**config.mk**
```make
export PLATFORM = sky130hd
export DESIGN_NAME = sync_serial_port
export DESIGN_NICKNAME = d
export VERILOG_FILES = /design/src/design/sync_serial_pkg.sv /design/src/design/sync_serial_shift.sv /design/src/design/sync_serial_port.sv
export SDC_FILE = /design/constraint.sdc
export NUM_CORES = 1
export LEC_CHECK = 0
export ABC_AREA = 1
export BUFFER_PORTS_ARGS = -buffer_cell sky130_fd_sc_hd__buf_2
export CORE_UTILIZATION = 60
export DETAILED_ROUTE_END_ITERATION = 8
export PLACE_DENSITY_LB_ADDON = 0.2
export SETUP_SLACK_MARGIN = 0.3
export SYNTH_ARGS = -nofsm -noshare
export SYNTH_HDL_FRONTEND = slang
export SYNTH_HIERARCHICAL = 1
export SYNTH_SLANG_ARGS = --single-unit
```
**constraint.sdc**
```tcl
create_clock -name mclk_in -period 2.6 [get_ports mclk_in]
set_input_delay 0 -clock mclk_in [delete_from_list [all_inputs] [get_ports mclk_in]]
set_output_delay 0 -clock mclk_in [all_outputs]
set_load 0.01 [all_outputs]
```
**src/design/sync_serial_pkg.sv**
```systemverilog
// Constants for the synchronous serial port mode control block.
// Assumes a single 10 MHz core clock and a plain register port.
package sync_serial_pkg;
  localparam logic [1:0] ADDR_CONTROL      = 2'h0;
  localparam logic [1:0] ADDR_DIRECTION    = 2'h1;
  localparam logic [1:0] ADDR_SHIFT_DATA   = 2'h2;
  localparam logic [1:0] ADDR_STATUS       = 2'h3;
  localparam logic [7:0] CONTROL_RESET     = 8'h00;
  localparam logic [7:0] DIRECTION_RESET   = 8'hff;
  localparam int         ENABLE_POS        = 5;
  localparam int         CLOCK_HOLD_POS    = 4;
  localparam int         DATA_IN_DIR_POS   = 1;
  localparam int         DATA_OUT_DIR_POS  = 2;
  localparam int         CLOCK_DIR_POS     = 4;
  localparam int         SELECT_DIR_POS    = 5;
  localparam logic [3:0] MODE_MASTER_DIV4  = 4'h0;
  localparam logic [3:0] MODE_MASTER_DIV16 = 4'h1;
  localparam logic [3:0] MODE_MASTER_DIV64 = 4'h2;
  localparam logic [3:0] MODE_MASTER_TIMER = 4'h3;
  localparam logic [3:0] MODE_SLAVE_SELECT = 4'h4;
  localparam logic [3:0] MODE_SLAVE_FREE   = 4'h5;
  localparam logic [3:0] MODE_I2C_SLAVE7   = 4'h6;
  localparam logic [3:0] MODE_I2C_SLAVE10  = 4'h7;
  localparam logic [3:0] MODE_I2C_FW_MAST  = 4'hb;
  localparam logic [3:0] MODE_I2C_SLAVE7I  = 4'he;
  localparam logic [3:0] MODE_I2C_SLAVE10I = 4'hf;
  localparam logic [5:0] HALF_DIV4         = 6'h01;
  localparam logic [5:0] HALF_DIV16        = 6'h07;
  localparam logic [5:0] HALF_DIV64        = 6'h1f;
  localparam logic [2:0] BITS_LAST         = 3'h7;
endpackage : sync_serial_pkg

```
**src/design/sync_serial_shift.sv**
```systemverilog
// Eight-bit shift register with registered read data.
// Assumes shift and load strobes are never high together.
module sync_serial_shift (
  input  wire logic       mclk_in,
  input  wire logic       rstn_in,
  input  wire logic       clear_in,
  input  wire logic       load_in,
  input  wire logic [7:0] load_data_in,
  input  wire logic       shift_in,
  input  wire logic       bit_in,
  output logic      [7:0] data_out
);
  typedef struct packed {
    logic [7:0] data;
  } shift_state_type;
  shift_state_type s_q;
  shift_state_type s_d;
  always_comb begin
    s_d = s_q;
    if (clear_in) begin
      s_d.data = 8'h00;
    end else if (load_in) begin
      s_d.data = load_data_in;
    end else if (shift_in) begin
      s_d.data = {s_q.data[6:0], bit_in};
    end
  end
  always_ff @(posedge mclk_in or negedge rstn_in) begin
    if (!rstn_in) begin
      s_q <= '0;
    end else begin
      s_q <= s_d;
    end
  end
  assign data_out = s_q.data;
endmodule : sync_serial_shift

```
**src/design/sync_serial_port.sv**
```systemverilog
// Mode selection, clock generation and pin control of the serial port.
// Assumes synchronous pins and a one-cycle register port with no wait.
// Operation
// - Master modes 0000, 0001 and 0010 make the serial clock at core clock over 4, 16 and 64.
// - Mode 0011 is master with the serial clock at half the second timer output rate.
// - Mode 0100 is slave clocked from the clock pin with slave select gating transfers.
// - In mode 0100 a high slave select resets the serial logic.
// - In mode 0100 the data-out direction readback shows the port output enable.
// - A direction write while select is high in mode 0100 sets the data-out direction bit.
//
// Our own choices: the plain strobed port and the register offsets.
module sync_serial_port
  import sync_serial_pkg::*;
(
  input  wire logic       mclk_in,
  input  wire logic       rstn_in,
  input  wire logic [1:0] addr_in,
  input  wire logic [7:0] wdata_in,
  input  wire logic       write_in,
  input  wire logic       read_in,
  output logic      [7:0] rdata_out,
  input  wire logic       timer_tick_in,
  input  wire logic       sck_in,
  output logic            sck_out,
  output logic            sck_oe_n_out,
  input  wire logic       sdi_in,
  output logic            sdo_out,
  output logic            sdo_oe_n_out,
  input  wire logic       ss_n_in,
  output logic            i2c_mode_out
);
  //////////////////////////////////////////////////////////////////////
  typedef enum logic [1:0] {
    ST_IDLE  = 2'b00,
    ST_SHIFT = 2'b01,
    ST_DONE  = 2'b10
  } xfer_state_type;
  typedef struct packed {
    logic [7:0]     control;
    logic [7:0]     direction;
    logic [7:0]     rdata;
    logic [5:0]     div;
    logic           sck;
    logic           sck_oe_n;
    logic           sdo;
    logic           sdo_oe_n;
    logic           sck_prev;
    logic [2:0]     bits;
    logic           full;
    logic           i2c;
    xfer_state_type st;
  } port_state_type;
  port_state_type s_q;
  port_state_type s_d;
  logic [7:0] shift_data;
  logic       shift_load;
  logic       shift_en;
  logic       shift_clear;
  logic [3:0] mode;
  logic       enabled;
  logic       is_master;
  logic       is_slave;
  logic       is_i2c;
  logic       select_reset;
  logic       gated;
  logic       sck_rise;
  logic       sck_fall;
  logic       master_tick;
  logic [5:0] half_limit;
  logic       out_oe_n;
  //////////////////////////////////////////////////////////////////////
  sync_serial_shift sync_serial_shift_i (
    .mclk_in      (mclk_in),
    .rstn_in      (rstn_in),
    .clear_in     (shift_clear),
    .load_in      (shift_load),
    .load_data_in (wdata_in),
    .shift_in     (shift_en),
    .bit_in       (sdi_in),
    .data_out     (shift_data)
  );
  //////////////////////////////////////////////////////////////////////
  always_comb begin
    mode      = s_q.control[3:0];
    enabled   = s_q.control[ENABLE_POS];
    is_master = enabled && (mode <= MODE_MASTER_TIMER);
    is_slave  = enabled && (mode == MODE_SLAVE_SELECT || mode == MODE_SLAVE_FREE);
    unique case (mode)
      MODE_I2C_SLAVE7, MODE_I2C_SLAVE10, MODE_I2C_FW_MAST,
      MODE_I2C_SLAVE7I, MODE_I2C_SLAVE10I: is_i2c = enabled;
      default:                              is_i2c = 1'b0;
    endcase
    select_reset = enabled && (mode == MODE_SLAVE_SELECT) && ss_n_in;
    gated        = !select_reset;
    unique case (mode)
      MODE_MASTER_DIV16: half_limit = HALF_DIV16;
      MODE_MASTER_DIV64: half_limit = HALF_DIV64;
      default:           half_limit = HALF_DIV4;
    endcase
    out_oe_n = !((is_master || is_slave) && gated);
    s_d   = s_q;
    shift_load  = 1'b0;
    shift_en    = 1'b0;
    shift_clear = 1'b0;
    master_tick = 1'b0;
    // Clock generation for master modes
    if (is_master && s_q.st != ST_IDLE) begin
      if (mode == MODE_MASTER_TIMER) begin
        master_tick = timer_tick_in;
      end else if (s_q.div == half_limit) begin
        s_d.div     = 6'h00;
        master_tick = 1'b1;
      end else begin
        s_d.div = s_q.div + 6'h01;
      end
    end else begin
      s_d.div = 6'h00;
    end
    if (master_tick) begin
      s_d.sck = !s_q.sck;
    end
    s_d.sck_prev = sck_in;
    sck_rise = is_master ? (master_tick && !s_q.sck) : (sck_in && !s_q.sck_prev);
    sck_fall = is_master ? (master_tick && s_q.sck) : (!sck_in && s_q.sck_prev);
    // Transfer sequencing
    unique case (s_q.st)
      ST_IDLE: begin
        if (is_slave && gated) begin
          s_d.st = ST_SHIFT;
        end
      end
      ST_SHIFT: begin
        if (sck_rise) begin
          shift_en = 1'b1;
          s_d.bits = s_q.bits + 3'h1;
          if (s_q.bits == BITS_LAST) begin
            s_d.st   = ST_DONE;
            s_d.full = 1'b1;
          end
        end
        if (sck_fall) begin
          s_d.sdo = shift_data[7];
        end
      end
      ST_DONE: begin
        // Master ends on a falling edge so the clock idles low
        if (!is_master || master_tick) begin
          s_d.st = ST_IDLE;
        end
      end
      default: begin
        s_d.st = ST_IDLE;
      end
    endcase
    // Register writes
    if (write_in) begin
      unique case (addr_in)
        ADDR_CONTROL: s_d.control = wdata_in;
        ADDR_DIRECTION: begin
          s_d.direction = wdata_in;
          if (select_reset) begin
            s_d.direction[DATA_OUT_DIR_POS] = 1'b1;
          end
        end
        ADDR_SHIFT_DATA: begin
          shift_load = 1'b1;
          s_d.bits   = 3'h0;
          // First bit stands before the first rising edge
          s_d.sdo    = wdata_in[7];
          s_d.st     = ST_SHIFT;
        end
        default: ;
      endcase
    end
    if (read_in && addr_in == ADDR_SHIFT_DATA && !(s_q.st == ST_SHIFT && sck_rise && s_q.bits == BITS_LAST)) begin
      s_d.full = 1'b0;
    end
    // Reset of the serial logic
    if (!enabled || select_reset) begin
      s_d.st    = ST_IDLE;
      s_d.bits  = 3'h0;
      s_d.sck   = 1'b0;
      shift_clear = !enabled;
    end
    // Pin drive
    if (is_i2c) begin
      s_d.sck      = 1'b0;
      s_d.sck_oe_n = s_q.control[CLOCK_HOLD_POS];
      s_d.sdo_oe_n = 1'b1;
    end else begin
      s_d.sck_oe_n = !(is_master && !s_q.direction[CLOCK_DIR_POS]);
      s_d.sdo_oe_n = out_oe_n || s_q.direction[DATA_OUT_DIR_POS];
    end
    s_d.i2c = is_i2c;
    // Read data
    s_d.rdata = 8'h00;
    if (read_in) begin
      unique case (addr_in)
        ADDR_CONTROL:    s_d.rdata = s_q.control;
        ADDR_DIRECTION: begin
          s_d.rdata = s_q.direction;
          if (enabled && mode == MODE_SLAVE_SELECT) begin
            s_d.rdata[DATA_OUT_DIR_POS] = out_oe_n;
          end
        end
        ADDR_SHIFT_DATA: s_d.rdata = shift_data;
        ADDR_STATUS:     s_d.rdata = {5'h00, s_q.st == ST_SHIFT, is_i2c, s_q.full};
        default:         s_d.rdata = 8'h00;
      endcase
    end
  end
  //////////////////////////////////////////////////////////////////////
  always_ff @(posedge mclk_in or negedge rstn_in) begin
    if (!rstn_in) begin
      s_q           <= '0;
      s_q.control   <= CONTROL_RESET;
      s_q.direction <= DIRECTION_RESET;
      s_q.sck_oe_n  <= 1'b1;
      s_q.sdo_oe_n  <= 1'b1;
      s_q.st        <= ST_IDLE;
    end else begin
      s_q <= s_d;
    end
  end
  assign rdata_out    = s_q.rdata;
  assign sck_out      = s_q.sck;
  assign sck_oe_n_out = s_q.sck_oe_n;
  assign sdo_out      = s_q.sdo;
  assign sdo_oe_n_out = s_q.sdo_oe_n;
  assign i2c_mode_out = s_q.i2c;
  //////////////////////////////////////////////////////////////////////
  AST_DIV4_PERIOD: assert property (@(posedge mclk_in) disable iff (!rstn_in)
    (is_master && mode == MODE_MASTER_DIV4 && s_q.st == ST_SHIFT && master_tick)
      |=> !master_tick ##1 (master_tick || s_q.st != ST_SHIFT || !is_master))
    else $error("div4 clock period wrong");
  AST_TIMER_HALF: assert property (@(posedge mclk_in) disable iff (!rstn_in)
    (is_master && mode == MODE_MASTER_TIMER && s_q.st == ST_SHIFT)
      |=> (sck_out != $past(sck_out)) == $past(timer_tick_in))
    else $error("timer clock not halved");
  AST_SELECT_RESET: assert property (@(posedge mclk_in) disable iff (!rstn_in)
    (select_reset && !write_in) |=> s_q.st == ST_IDLE && s_q.bits == 3'h0)
    else $error("select high did not reset logic");
  AST_FREE_SELECT: assert property (@(posedge mclk_in) disable iff (!rstn_in)
    (is_slave && mode == MODE_SLAVE_FREE && ss_n_in && s_q.st == ST_SHIFT && !write_in)
      |=> s_q.st != ST_IDLE)
    else $error("select honoured in free mode");
  AST_OE_READBACK: assert property (@(posedge mclk_in) disable iff (!rstn_in)
    (read_in && addr_in == ADDR_DIRECTION && enabled && mode == MODE_SLAVE_SELECT)
      |=> rdata_out[DATA_OUT_DIR_POS] == $past(out_oe_n))
    else $error("direction readback not output enable");
  AST_RMW_SETS: assert property (@(posedge mclk_in) disable iff (!rstn_in)
    (write_in && addr_in == ADDR_DIRECTION && select_reset) |=> s_q.direction[DATA_OUT_DIR_POS])
    else $error("data out direction not set");
  AST_HOLD_CLOCK: assert property (@(posedge mclk_in) disable iff (!rstn_in)
    is_i2c |=> !sck_out && sck_oe_n_out == $past(s_q.control[CLOCK_HOLD_POS]))
    else $error("clock hold wrong");
  AST_DISABLE_IDLE: assert property (@(posedge mclk_in) disable iff (!rstn_in)
    !enabled |=> s_q.st == ST_IDLE ##1 (s_q.st == ST_IDLE || enabled || write_in))
    else $error("disabled port not idle");
endmodule : sync_serial_port

```
======== Word-level counts from Yosys, hierarchy flattened ========
Index checks and enable logic that the tools add are counted.
word-level totals
  register bits after elaboration ......... 50
  word-level logic and storage cells ...... 124
operators by class
  $add $sub $neg .......................... 2
  order comparisons ....................... 1
  equal/unequal tests ..................... 18
  muxes and demuxes ....................... 46
  reductions and logical operators ........ 43
operator list
  operator                                                        count
  2-to-1 mux 8 bit                                                4
  one-hot mux 8 bit (4 select lines)                              1
  2-to-1 mux 1 bit                                                24
  2-to-1 mux 6 bit                                                3
  equality test 4 x 3 -> 1 bit, second input constant             4
  logical AND 1 bit                                               16
  2-to-1 mux 2 bit                                                7
  equality test 4 bit, second input constant                      3
  zero test 1 bit                                                 10
  one-hot mux 5 bit (2 select lines)                              1
  2-to-1 mux 3 bit                                                3
  equality test 4 x 2 -> 1 bit, second input constant             2
  2-to-1 mux 4 bit                                                2
  nonzero test 2 bit                                              4
  adder 6 x 1 -> 6 bit, second input constant                     1
  equality test 2 bit, second input constant                      3
  equality test 6 bit                                             1
  one-hot mux 2 bit (3 select lines)                              1
  nonzero test 3 bit                                              2
  logical OR 1 bit                                                5
  OR reduction 5 bit                                              1
  equality test 2 x 1 -> 1 bit, second input constant             2
  equality test 4 x 1 -> 1 bit, second input constant             1
  less-or-equal comparator 4 x 2 -> 1 bit, second input constant  1
  6 further kinds                                                 8

======== Logic depth before layout (Yosys ltp) ========
  depth in word-level cells ............... 14
  gate-level depth with buffers ........... 16
  depth with buffers taken out ............ 16

======== Cells and area by module ========
The synthesis kept the hierarchy.
modules (own cells, without submodules)
  module             times used  cells an instance  area an instance (µm²)  seq. area each (µm²)
  sync_serial_port   1           262                2200.9                  1063.5
  sync_serial_shift  1           61                 449.2                   200.2

======== Least setup slack after synthesis ========
No wires, ideal clock.
  path type ............................... register -> register
  start ................................... register s_q, in the netlist mode[2]
  end ..................................... register sync_serial_shift_i.s_q, in the netlist sync_serial_shift_i/data_out[4]
  library setup time ...................... 0.117 ns
  data arrival time ....................... 1.626 ns
  path slack .............................. 0.857 ns
  stages on the path, launching flop included .. 15
  buffers on the path ..................... 0
  path through ............................ dfrtp_1 > nor2_4 > inv_2 > nor2_4 > inv_2 > nand3_2 > nand2_4 > nand3_4 > o21ai_4 > nand2_4 > clkinv_4 > nor2_8 > nor2_8 > nand2_1 > nand2_1
on the way
  longest elaborated chain between the ends .. 11
  elaborated cells on any way between the ends .. 22
RTL lines
  element                                                                              line                     source
  start, declared                                                                      sync_serial_port.sv:53   port_state_type s_q;
  equality test 4 x 2 -> 1 bit / equality test 4 x 1 -> 1 bit (equally long branches)  sync_serial_port.sv:95   unique case (mode)
  one-hot mux 5 bit (2 select lines)                                                   sync_serial_port.sv:95
  equality test 6 bit                                                                  sync_serial_port.sv:110  end else if (s_q.div == half_limit) begin
  2-to-1 mux 1 bit                                                                     sync_serial_port.sv:110
  2-to-1 mux 1 bit                                                                     sync_serial_port.sv:108  if (mode == MODE_MASTER_TIMER) begin
  2-to-1 mux 1 bit                                                                     sync_serial_port.sv:107  if (is_master && s_q.st != ST_IDLE) begin
  logical AND 1 bit                                                                    sync_serial_port.sv:123  sck_rise = is_master ? (master_tick && !s_q.sck) : (sck_in && !s_q.sck_prev);
  2-to-1 mux 1 bit (*)                                                                 sync_serial_port.sv:123
  2-to-1 mux 1 bit (*)                                                                 sync_serial_port.sv:133  if (sck_rise) begin
  2-to-1 mux 1 bit (*)                                                                 sync_serial_port.sv:126  unique case (s_q.st)
  named net shift_en                                                                   sync_serial_port.sv:57   logic shift_en;
  nonzero test 3 bit (no source line) (*)                                              -
  end signal, assigned                                                                 sync_serial_shift.sv:30  s_q <= '0;
  end signal, assigned                                                                 sync_serial_shift.sv:32  s_q <= s_d;
  end, declared                                                                        sync_serial_shift.sv:16  shift_state_type s_q;
The timed path passes the listed nets; every way through them passes the cells marked *.
A chain may end at the register's enable or synchronous reset.

======== Worst setup path after layout ========
  start ................................... register s_q, in the netlist mode[2]
  end ..................................... register sync_serial_shift_i.s_q, in the netlist sync_serial_shift_i/data_out[2]
Same word-level chain as after synthesis.

==> results by group <==
Outcome
  – Status: finished, final reports clean

Timing
  – Max-Slew Margin vs Limit: 0.281
  – Setup violators final: 0
  – Setup TNS: 0 ps
  – Final Cycle Share: 0.759
  – Final max-slew violation count: 0
  – F_max: 507 MHz
  – Final Hold Fails: 0
  – Layout Skew: 5.06 ps
  – Final worst slack: 626 ps
  – Worst-margin pin slew: 1080 ps
  – RSZ-0062 raised after global routing: false
  – Fin crit period: 1970 ps

Drt
  – DR vias: 2259
  – Vias/cell: 5.44
  – Detailed Routing Iterations Pass 1: 4
  – Final ANT Viol Nets: 0
  – DRC: 0
  – Initial drt markers: 198
  – Drt wl/cell: 13.9 µm
  – Routed WL: 5770 µm

Job
  – Max-Cap Viols: 0

Die
  – Core area: 4120 µm²
  – Top Ports: 31
  – Die W: 68.5 µm
  – Initial core utilization: 0.644
  – Number of cell rows: 23
  – Die ar.: 4690 µm²
  – Chip height: 68.5 µm

GRT
  – Largest net degree at the start of global routing: 51
  – Met1 usage: 0.338
  – Initial antenna violation count: 0
  – Total GRT Usage: 0.274
  – Met2 Use GR: 0.464
  – First-pass GRT wire length: 9230 µm
  – Gr ovfl total: 0
  – Routing usage on met3: 0.0550
  – Vias in the first global route: 2036
  – GR peak layer: met2

Synth
  – Post-Syn Nets: 344
  – Post-synth top area share: 0.378
  – Post-synthesis async set-or-reset flop share: 1.00
  – Synth Warn #: 6
  – Leading area contributor after synthesis: dfrtp_1
  – EDFF count, synth: 0
  – Post-synthesis sequential area ratio: 0.477
  – Post-Syn Area: 2650 µm²
  – Avg Inst Size Synth: 8.20 µm²
  – Synth area leaders: dfrtp_1, nand2_1, dfstp_2, nand3_1, inv_1
  – Synth unique cells: 37
  – Synth cell count leaders: nand2_1, dfrtp_1, inv_1
  – Cell count after synthesis: 323
  – Post-synth top flop: dfrtp_1
  – FF+latch count, synth: 50
  – Top-count cell post-synth: nand2_1

Place
  – Final GP Congestion: 0.906
  – Worst slack, placed: 685 ps
  – Post-DP HPWL: 4020 µm
  – IO buf count: 30

Clocking
  – Hold buffers post-CTS: 14
  – Cts bufs inserted: 5
  – CTS tree: done
  – Root Buffer: clkbuf_8
  – Clock Path Buffers: 2
  – Clk_lat worst skew: 300 ps
  – H-tree levels: 2
  – Reg clk slew, reported paths: 90 ps
  – Sink Count: 50
  – Post-CTS sizing: 0
  – Post-CTS Setup Bufs: 0

Worst setup path
  – Worst Path Required: 2800 ps
  – Critical path class: flop to flop
  – CP endpoint kind: flop
  – Arr. time, crit path: 2170 ps
  – Critical path startpoint category: flop
  – Worst-path maximum fanout: 9

Power
  – Total Power: 1.71 mW
  – Pwr dens: 560 nW/µm²
  – Leakage power: 1.59 nW
  – Worst vdd ir: 0.000383 V

Final layout
  – Final core occ: 0.740
  – Nets: 385
  – P&R area growth vs syn: 14.9%
  – Share of cells above drive strength 1: 0.197
  – Antenna cells: 0

Worst hold path
  – Hold WC Path Type: input pin to flop
[sequential cells by signal, indices dropped and copies added, names as in the netlist]
signal                        flops
rdata_out                         8
sck_out                           1
i2c_mode_out                      1
sdo_oe_n_out                      1
mode                              4
enabled                           1
sck_oe_n_out                      1
sdo_out                           1
sync_serial_shift_i/data_out      8
s_q                              24
[layout make-up]
type / count / area (µm²)
clock buffer: 8 / 110
fill: 332 / 1070
inverter: 39 / 151
multi-input combinational: 222 / 1150
sequential: 50 / 1260
tap: 50 / 62.6
timing repair buffer: 46 / 305
[per-layer routing]
metal / up-vias / wire [µm]
met2: 72 / 2760
met3: 16 / 293
li1: 1101 / -
met5: - / 0
met1: 1070 / 2570
met4: 0 / 153
[final timing paths]
kind / from / endpoint / slack [ps] / depth (start not counted)
setup / recovery: mode[2] / sync_serial_shift_i/data_out[2] / 630 / 14
hold / removal: wdata_in[2] / s_q[28] / 20 / 3
setup reg to reg: mode[2] / sync_serial_shift_i/data_out[2] / 630 / 14
hold reg to reg: s_q[26] / s_q[26] / 500 / 2
max in group asynchronous: rstn_in / s_q[16] / 1500 / 2
min in group asynchronous: rstn_in / s_q[15] / 420 / 2
[critical path, stage by stage (launching register included)]
cell	delay, ps
dfrtp_1	450
nor2_4	180
inv_2	80
nor2_4	200
inv_2	80
nand3_2	100
nand2_4	70
nand3_4	70
o21ai_4	80
nand2_4	100
clkinv_4	80
nor2_8	180
nor2_8	70
nand2_1	80
nand2_1	50
[power breakdown]
group,leakage (nW),internal [mW],switching [mW]
registers,0.643,0.856,0.0437
clock network,0.0575,0.269,0.243
logic,0.894,0.105,0.191
[cell usage in the layout, fill, tap and decap left out, types with 2 or more instances in the layout]
cell type / n
a31oi_1: 2
nor2_4: 3
dfrtp_1: 40
a221oi_1: 2
nand2_1: 105
o31ai_1: 2
nor2_1: 20
a41oi_1: 2
dlygate4sd3_1: 14
inv_1: 33
xor2_1: 3
nand3_1: 26
ha_1: 3
nor2_8: 3
o211ai_1: 2
nand2_4: 3
o21ai_0: 21
buf_4: 2
nor3_1: 2
a21oi_1: 7
dfstp_2: 10
nor2_2: 2
clkbuf_8: 8
inv_2: 5
buf_2: 30
nand4_1: 2
o21ai_1: 2
[logic make-up (layout without fill, tap and decap cells)]
logic type / after synthesis / in the layout / synth area share
adder cells (fa/ha/maj): 3 / 3 / 0.0142
flip-flops: 50 / 50 / 0.477
buffers and inverters: 51 / 93 / 0.0883
AND/OR/NAND/NOR: 172 / 172 / 0.309
XOR/XNOR: 4 / 4 / 0.0132
AO/OA/AOI/OAI: 43 / 43 / 0.0987
[stage by stage]
| step | hold slack (ps) | cell area (µm²) | instances |
|---|---|---|---|
| floorplan | -296 | 2650 | 323 |
| global placement | 128 | 2800 | 393 |
| detailed placement | 128 | 2800 | 393 |
| CTS | 2.14 | 3050 | 415 |
| global route | 56.0 | 3050 | 415 |
| finish | 18.7 | 3050 | 415 |
No activity file was read; power rests on OpenSTA's default activity.
